<file path="config.mk">
export PLATFORM = sky130hd
export DESIGN_NAME = ept_timer
export DESIGN_NICKNAME = d
export VERILOG_FILES = /design/src/design/ept_pkg.sv /design/src/design/ept_tick_divider.sv /design/src/design/ept_timer.sv
export SDC_FILE = /design/constraint.sdc
export NUM_CORES = 1
export LEC_CHECK = 0
export BUFFER_PORTS_ARGS = -buffer_cell sky130_fd_sc_hd__buf_2
export CORE_MARGIN = 2
export CORE_UTILIZATION = 35
export DETAILED_ROUTE_END_ITERATION = 16
export SLEW_MARGIN = 10
export SYNTH_ARGS = -nofsm -noshare
export SYNTH_HDL_FRONTEND = slang
export SYNTH_SLANG_ARGS = --single-unit
export TNS_END_PERCENT = 20
</file>
<file path="constraint.sdc">
create_clock -name i_clk_sys -period 5.3 [get_ports i_clk_sys]
set_input_delay 0.265 -clock i_clk_sys [delete_from_list [all_inputs] [get_ports i_clk_sys]]
set_output_delay 0.265 -clock i_clk_sys [all_outputs]
set_load 0.005 [all_outputs]
</file>
<file path="src/design/ept_pkg.sv">
package ept_pkg;

  localparam logic [7:0] ADDR_CONTROL = 8'h32;
  localparam logic [7:0] ADDR_COUNT   = 8'h33;
  localparam logic [7:0] ADDR_SCALING = 8'h34;
  localparam logic [7:0] ADDR_BOUND   = 8'h3f;

  localparam logic [7:0] COUNT_RESET  = 8'h00;
  localparam logic [7:0] BOUND_RESET  = 8'h00;
  localparam logic [7:0] ZERO_BYTE    = 8'h00;

  // Clock select codes.
  localparam logic [3:0] CS_STOP      = 4'h0;
  localparam logic [3:0] CS_SYSCLK    = 4'h1;
  localparam logic [3:0] CS_FAST_OSC  = 4'h2;
  localparam logic [3:0] CS_SLOW_OSC  = 4'h4;
  localparam logic [3:0] CS_COMPARE   = 4'h5;
  localparam logic [3:0] CS_PA0_RISE  = 4'h8;
  localparam logic [3:0] CS_PA0_FALL  = 4'h9;
  localparam logic [3:0] CS_PB0_RISE  = 4'ha;
  localparam logic [3:0] CS_PB0_FALL  = 4'hb;

  localparam logic [1:0] OUT_NONE     = 2'h0;
  localparam logic [1:0] OUT_PB5      = 2'h1;
  localparam logic [1:0] OUT_PB6      = 2'h2;
  localparam logic [1:0] OUT_PB7      = 2'h3;

  localparam logic [1:0] PRE_DIV1     = 2'h0;
  localparam logic [1:0] PRE_DIV4     = 2'h1;
  localparam logic [1:0] PRE_DIV16    = 2'h2;
  localparam logic [1:0] PRE_DIV64    = 2'h3;

  localparam logic [5:0] PRE_MAX4     = 6'h03;
  localparam logic [5:0] PRE_MAX16    = 6'h0f;
  localparam logic [5:0] PRE_MAX64    = 6'h3f;
  localparam logic [5:0] SIX_BIT_TOP  = 6'h3f;

  typedef struct packed {
    logic [3:0] clk_sel;
    logic [1:0] out_sel;
    logic       pwm_mode;
    logic       invert;
  } ept_control_t;

  typedef struct packed {
    logic       res_six;
    logic [1:0] prescale;
    logic [4:0] scaler;
  } ept_scaling_t;

  localparam ept_control_t CONTROL_RESET = '{4'h0, 2'h0, 1'b0, 1'b0};
  localparam ept_scaling_t SCALING_RESET = '{1'b0, 2'h0, 5'h00};

  typedef struct packed {
    logic port_a_bit_zero;
    logic port_b_bit_zero;
    logic internal_fast_oscillator;
    logic internal_slow_oscillator;
    logic comparator;
  } ept_sources_t;

endpackage

</file>
<file path="src/design/ept_tick_divider.sv">
`timescale 1ns/1ps
`default_nettype none
// Divides raw source ticks by the prescaler, then by the five-bit scaler.
module ept_tick_divider
  import ept_pkg::*;
(
  input  wire logic           i_clk_sys,
  input  wire logic           i_rstn,
  input  wire logic           i_tick,
  input  wire logic           i_clear,
  input  wire ept_scaling_t   i_scaling,
  output logic                o_tick
);

  logic [5:0] pre_count;
  logic [4:0] scl_count;
  logic [5:0] pre_max;
  logic       pre_done;
  logic       scl_done;

  assign pre_max  = (i_scaling.prescale == PRE_DIV1)  ? 6'h00 :
                    (i_scaling.prescale == PRE_DIV4)  ? PRE_MAX4 :
                    (i_scaling.prescale == PRE_DIV16) ? PRE_MAX16 :
                                                        PRE_MAX64;
  assign pre_done = i_tick && (pre_count >= pre_max);
  // Scaler value N divides by N+1, so zero passes every prescaled tick.
  assign scl_done = pre_done && (scl_count >= i_scaling.scaler);

  always_ff @(posedge i_clk_sys) begin
    if (!i_rstn || i_clear) begin
      pre_count <= 6'h00;
      scl_count <= 5'h00;
      o_tick    <= 1'b0;
    end else begin
      o_tick <= scl_done; // [RULE10]
      if (i_tick)
        pre_count <= pre_done ? 6'h00 : pre_count + 6'h01; // [RULE8]
      if (pre_done)
        scl_count <= scl_done ? 5'h00 : scl_count + 5'h01; // [RULE8]
    end
  end

  a_tick_needs_src: assert property (@(posedge i_clk_sys) disable iff (!i_rstn)
    o_tick |-> $past(i_tick)) else $error("divided tick without source"); // [RULE10]

endmodule
`default_nettype wire

</file>
<file path="src/design/ept_timer.sv">
`timescale 1ns/1ps
`default_nettype none
// What this block does
// [RULE1] Bits 7-4 of control pick the counting source: stop, system clock, fast oscillator, slow oscillator or comparator.
// [RULE2] Codes 1000 to 1011 count rising or falling edges of port A bit 0 or port B bit 0.
// [RULE3] With the fast oscillator selected the timer keeps counting while the emulator is halted.
// [RULE4] Control bits 3-2 route the output to nothing, port B bit five, six or seven.
// [RULE5] Control bit 1 picks period mode at 0 and PWM mode at 1, resetting to 0.
// [RULE6] Control bit 0 inverts the timer output and resets clear.
// [RULE7] The counter is readable and writable, resets to 0x00, and a write loads it.
// [RULE8] The write-only scaling register holds PWM resolution, prescale and five-bit scaler, all reset zero.
// [RULE9] A write-only bound register resetting to 0x00 sets the counting bound in period mode and the duty in PWM mode.
// [RULE10] The counter steps once per divided tick and holds while the source is stopped.
module ept_timer
  import ept_pkg::*;
(
  input  wire logic           i_clk_sys,
  input  wire logic           i_rstn,
  input  wire logic [7:0]     i_io_addr,
  input  wire logic [7:0]     i_io_wdata,
  input  wire logic           i_io_wr,
  input  wire logic           i_io_rd,
  input  wire ept_sources_t   i_sources,
  input  wire logic           i_emulator_halt,
  output logic [7:0]          o_io_rdata,
  output logic                o_port_b_bit_five,
  output logic                o_port_b_bit_six,
  output logic                o_port_b_bit_seven,
  output logic [2:0]          o_port_b_oe
);
  import ept_pkg::*;

  ept_control_t control;
  ept_scaling_t scaling;
  logic [7:0]   count;
  logic [7:0]   bound;
  logic         pa0_q;
  logic         pb0_q;
  logic         fast_q;
  logic         slow_q;
  logic         cmp_q;
  logic         pwm_level;

  wire wr_control = i_io_wr && (i_io_addr == ADDR_CONTROL);
  wire wr_count   = i_io_wr && (i_io_addr == ADDR_COUNT);
  wire wr_scaling = i_io_wr && (i_io_addr == ADDR_SCALING);
  wire wr_bound   = i_io_wr && (i_io_addr == ADDR_BOUND);

  function automatic logic rise(input logic now, input logic was);
    return now && !was;
  endfunction

  // Internal clocks arrive as levels; a rising edge is one source tick.
  // The emulator halt input is deliberately ignored for the fast source.
  wire src_fast = rise(i_sources.internal_fast_oscillator, fast_q); // [RULE3]
  wire halt_ok  = !i_emulator_halt;

  logic raw_tick;
  always_comb begin
    case (control.clk_sel) // [RULE1] [RULE2]
      CS_STOP:     raw_tick = 1'b0;
      CS_SYSCLK:   raw_tick = halt_ok;
      CS_FAST_OSC: raw_tick = src_fast;
      CS_SLOW_OSC: raw_tick = halt_ok &&
                      rise(i_sources.internal_slow_oscillator, slow_q);
      CS_COMPARE:  raw_tick = halt_ok && rise(i_sources.comparator, cmp_q);
      CS_PA0_RISE: raw_tick = halt_ok && rise(i_sources.port_a_bit_zero, pa0_q);
      CS_PA0_FALL: raw_tick = halt_ok && rise(pa0_q, i_sources.port_a_bit_zero);
      CS_PB0_RISE: raw_tick = halt_ok && rise(i_sources.port_b_bit_zero, pb0_q);
      CS_PB0_FALL: raw_tick = halt_ok && rise(pb0_q, i_sources.port_b_bit_zero);
      default:     raw_tick = 1'b0;
    endcase
  end

  logic tick;
  ept_tick_divider u_div (
    .i_clk_sys (i_clk_sys),
    .i_rstn    (i_rstn),
    .i_tick    (raw_tick),
    .i_clear   (wr_scaling),
    .i_scaling (scaling),
    .o_tick    (tick)
  );

  // In six-bit PWM resolution the counter wraps at 63 and the bound's low bits
  // set the duty; period mode clears on reaching the bound.
  wire [7:0] top_val   = scaling.res_six ? {2'b00, SIX_BIT_TOP} : 8'hff;
  wire [7:0] cmp_bound = scaling.res_six ? {2'b00, bound[5:0]} : bound;
  wire       at_top    = control.pwm_mode ? (count == top_val)
                                          : (count == bound);
  wire [7:0] next_count = wr_count ? i_io_wdata :
                          (tick && control.clk_sel != CS_STOP) ?
                          (at_top ? ZERO_BYTE : count + 8'h01) : count;
  wire next_pwm_level = control.pwm_mode ? (next_count < cmp_bound)
                       : ((tick && at_top) ? !pwm_level : pwm_level);
  wire out_level = pwm_level ^ control.invert; // [RULE6]

  logic [7:0] rd_mux;
  always_comb begin
    case (i_io_addr)
      ADDR_CONTROL: rd_mux = control;
      ADDR_COUNT:   rd_mux = count; // [RULE7]
      default:      rd_mux = ZERO_BYTE;
    endcase
  end

  always_ff @(posedge i_clk_sys) begin
    if (!i_rstn) begin
      control   <= CONTROL_RESET; // [RULE5] [RULE6]
      scaling   <= SCALING_RESET; // [RULE8]
      bound     <= BOUND_RESET; // [RULE9]
      count     <= COUNT_RESET; // [RULE7]
      pa0_q     <= 1'b0;
      pb0_q     <= 1'b0;
      fast_q    <= 1'b0;
      slow_q    <= 1'b0;
      cmp_q     <= 1'b0;
      pwm_level <= 1'b0;
      o_io_rdata <= ZERO_BYTE;
      o_port_b_bit_five  <= 1'b0;
      o_port_b_bit_six   <= 1'b0;
      o_port_b_bit_seven <= 1'b0;
      o_port_b_oe        <= 3'h0;
    end else begin
      if (wr_control) control <= i_io_wdata;
      if (wr_scaling) scaling <= i_io_wdata; // [RULE8]
      if (wr_bound)   bound   <= i_io_wdata; // [RULE9]
      count     <= next_count; // [RULE7] [RULE10]
      pwm_level <= next_pwm_level; // [RULE5]
      pa0_q  <= i_sources.port_a_bit_zero;
      pb0_q  <= i_sources.port_b_bit_zero;
      fast_q <= i_sources.internal_fast_oscillator;
      slow_q <= i_sources.internal_slow_oscillator;
      cmp_q  <= i_sources.comparator;
      o_io_rdata <= i_io_rd ? rd_mux : ZERO_BYTE;
      o_port_b_bit_five  <= (control.out_sel == OUT_PB5) && out_level; // [RULE4]
      o_port_b_bit_six   <= (control.out_sel == OUT_PB6) && out_level; // [RULE4]
      o_port_b_bit_seven <= (control.out_sel == OUT_PB7) && out_level; // [RULE4]
      o_port_b_oe <= {control.out_sel == OUT_PB7, control.out_sel == OUT_PB6,
                      control.out_sel == OUT_PB5}; // [RULE4]
    end
  end

  a_stop_holds: assert property (@(posedge i_clk_sys) disable iff (!i_rstn)
    (control.clk_sel == CS_STOP && !wr_count && !wr_control)
    |=> count == $past(count)) else $error("count moved while stopped"); // [RULE10]
  a_count_load: assert property (@(posedge i_clk_sys) disable iff (!i_rstn)
    wr_count |=> count == $past(i_io_wdata)) else $error("count not loaded"); // [RULE7]
  a_count_step: assert property (@(posedge i_clk_sys) disable iff (!i_rstn)
    (tick && !wr_count && !at_top && control.clk_sel != CS_STOP)
    |=> count == $past(count) + 8'h01) else $error("count did not step"); // [RULE10]
  a_fast_in_halt: assert property (@(posedge i_clk_sys) disable iff (!i_rstn)
    (control.clk_sel == CS_FAST_OSC && src_fast) |-> raw_tick)
    else $error("fast source blocked"); // [RULE3]
  a_halt_blocks: assert property (@(posedge i_clk_sys) disable iff (!i_rstn)
    (i_emulator_halt && control.clk_sel == CS_SYSCLK) |-> !raw_tick)
    else $error("system clock ticked in halt"); // [RULE1]
  a_pa0_rise: assert property (@(posedge i_clk_sys) disable iff (!i_rstn)
    (control.clk_sel == CS_PA0_RISE && !i_emulator_halt &&
     i_sources.port_a_bit_zero && !pa0_q) |-> raw_tick)
    else $error("missed pin edge"); // [RULE2]
  a_out_route: assert property (@(posedge i_clk_sys) disable iff (!i_rstn)
    (control.out_sel == OUT_NONE) |=> o_port_b_oe == 3'h0)
    else $error("output driven while off"); // [RULE4]
  a_out_invert: assert property (@(posedge i_clk_sys) disable iff (!i_rstn)
    (control.out_sel == OUT_PB5) |=>
    o_port_b_bit_five == ($past(pwm_level) ^ $past(control.invert)))
    else $error("wrong output polarity"); // [RULE6]
  a_pwm_compare: assert property (@(posedge i_clk_sys) disable iff (!i_rstn)
    control.pwm_mode |=> pwm_level == (count < $past(cmp_bound)))
    else $error("pwm level mismatch"); // [RULE5] [RULE9]
  a_scale_keep: assert property (@(posedge i_clk_sys) disable iff (!i_rstn)
    !wr_scaling |=> scaling == $past(scaling))
    else $error("scaling changed without write"); // [RULE8]

endmodule
`default_nettype wire

</file>
==> flow_summary.yaml <==
power_and_ir_drop:
  total_power_w: 0.001012
  max-vdd-ir-drop_v: 0.0001559
  power.leakage_nw: 1.625
  powerDensity_nw_per_um2: 261.8
synth:
  syn-cell-area_um2: 3379
  synth_edf_count: 0
  ys_ff_latch: 64
  async_reset_ff_share_pct: 0
  synth_cell_type_count: 55
  postSynthCellCount: 400
  avgSynthCellArea_um2: 8.449
  syn_nets: 447
  synth_common_cells: "64 x dfxtp_1, 53 x nor2_1, 29 x nand2_1"
  netlist_top_cells_area: "dfxtp_1 38%, ha_1 7.8%, nor2_1 5.9%"
  synth_top_area_share_pct: 37.91
  yosysMostFrequentCell: "dfxtp_1"
  synth_flop_cell: "dfxtp_1"
  synth_top_area_cell: "dfxtp_1"
  synth.yosys.warnings: 0
  yosysSeqAreaShare_pct: 37.91
timing:
  worst_pin_slew_ns: 0.8298
  fin_crit_sh_pct: 60.11
  hold_viol_final: 0
  finalSetupViolations: 0
  rsz0062_at_grt: "false"
  fmax_mhz: 313.9
  slew_headroom_pct: 44.07
  period_minus_slack_ns: 3.186
  slew_viol_final: 0
  tns_ns: 0
  worst_clock_skew_ns: 0.007732
worst_hold_path:
  hold_class: "in2reg"
placed_design:
  dp_hpwl_um: 6017
  routabilityCongestion: 0.8850
  portBuffers: 39
  dp_cells: 547
routing:
  drcViolationCount: 0
  drt_wl_total_um: 8197
  drtIter0Drc: 171
  wl_per_cell_um: 14.56
  vias: 2911
  dr.pass1.iters: 4
  detail-route-antenna-nets: 0
  viasPerCell: 5.171
finish:
  final_cells: 563
  area_delta_synth_final_pct: 14.37
  fill_cells: 944
  antenna_cells: 0
  fin_nets: 476
  drive_above_1_share_pct: 15.67
clock_tree:
  cts_resized: 0
  clk_pin_slew_worst_paths_ns: 0.08
  cts_tree: "built"
  cts_setup_buffers: 0
  numCtsBuffers: 9
  htree_levels: 3
  clockBufferDepth: 2
  clock_latency_ns: 0.35
  clock-root-buffer: "clkbuf_8"
  cts.sinks: 64
  ctsHoldBuffers: 0
floorplan:
  die_area_um2: 10460
  die_y_um: 102.3
  die_x_um: 102.3
  ios: 40
  initial_core_util_pct: 36.40
  core-area_um2: 9284
  rows: 35
global_routing:
  overflow: 0
  grt_max_degree: 29
  grt_pass1_wl_um: 13480
  grt_antenna_before_repair: 0
  grt_pass1_vias: 2719
  track_usage_pct: 16.79
critical_path:
  cp_max_fo: 18
  cp_data_arrival_time_ns: 3.44
  worstSetupPathType: "reg2reg"
  end_kind: "flip-flop"
  start_kind: "flip-flop"
  crit_required_ns: 5.56
outcome:
  status: "finished clean"
job:
  cap_violations: 0
[path summary, 6_finish.rpt]
path / from / endpoint / slack [ns] / cells past startpoint
max: control[1] / pwm_level / 2.11 / 12
min: i_sources[0] / cmp_q / 0.13 / 2
max reg2reg: control[1] / pwm_level / 2.11 / 12
min reg2reg: control[3] / o_port_b_oe[0] / 0.50 / 1
[metrics by stage]
stage          hold WS, ns  utilization, %  instance area [um2]  worst slack, ns
6_report            0.1266           41.63                 3865            2.114
3_5_place_dp        0.4887           39.19                 3638            2.092
3_3_place_gp        0.4802           39.19                 3638            2.160
2_1_floorplan       0.3867               -                 3379            2.501
4_1_cts             0.1158           41.63                 3865            2.116
5_1_grt             0.1156           41.63                 3865            1.749
[kinds of logic after synthesis]
family	after synthesis	share of synthesized area, %
AND/OR/NAND/NOR	155	22.40
AO/OA/AOI/OAI	81	16.33
flip-flops	64	37.91
buffers and inverters	42	5.220
adder cells (fa/ha/maj)	21	7.775
multiplexers	20	5.961
XOR/XNOR	17	4.406
[power by group]
part | internal [W] | total, W | switching (W)
Clock | 0.000271 | 0.000491 | 0.000220
Combinational | 0.0000127 | 0.0000374 | 0.0000247
Sequential | 0.000483 | 0.000484 | 0.00000122
Total | 0.000766 | 0.00101 | 0.000246
[flip-flops by register name (all words and copies together), names as in the netlist, 3 cells and up]
name	count
bound	8
control	8
count	8
o_io_rdata	8
o_port_b_oe	3
scaling	8
u_div.pre_count	6
u_div.scl_count	5
[worst max-delay path: stages (launching register included)]
cell and delay, ns:
dfxtp_1 0.48, or3_1 0.45, a211oi_2 0.19, o22ai_1 0.14
or3_1 0.45, o21ai_2 0.25, o21ai_0 0.12, ha_1 0.33
a21oi_1 0.20, nand3_1 0.10, a211oi_1 0.17, o21ai_0 0.11
o32ai_1 0.12
[layout by cell type (no fill, tap or decap), drive strengths merged, types with 2 or more instances in the layout]
cell type  count
dfxtp         64
a211oi         7
nand4          3
o211ai         4
o2111ai        3
ha            21
or3            6
and2           6
buf           39
a311oi         2
nand2         29
and4b          2
nand2b         4
nor3b          2
nand3         22
inv           24
clkbuf         9
o21ai         24
a22oi          9
nor2b          5
nor4           4
a21oi         19
xor2           9
o22ai          3
and4           2
nor2          53
bufinv         2
and3           2
mux2i         19
nor3           8
a31oi          3
xnor2          8
or2            2
[layout make-up]
class | instances | area (um2) | share of cell area (%)
multi-input combinational | 294 | 1922 | 49.72
sequential | 64 | 1281 | 33.15
timing repair buffer | 39 | 195.2 | 5.050
tap | 129 | 161.4 | 4.176
clock buffer | 9 | 123.9 | 3.205
clock inverter | 7 | 102.6 | 2.655
inverter | 21 | 78.83 | 2.039
[metal layers]
layer  track usage (%)  part of all wire, %  vias up
met5                 0                    0        -
met4             7.487                  1.7        0
met3             2.804                  4.1       15
met2             27.28                   45       67
met1             21.93                   49     1358
li1                  -                    -     1471
Power figures use the tool's default switching activity.
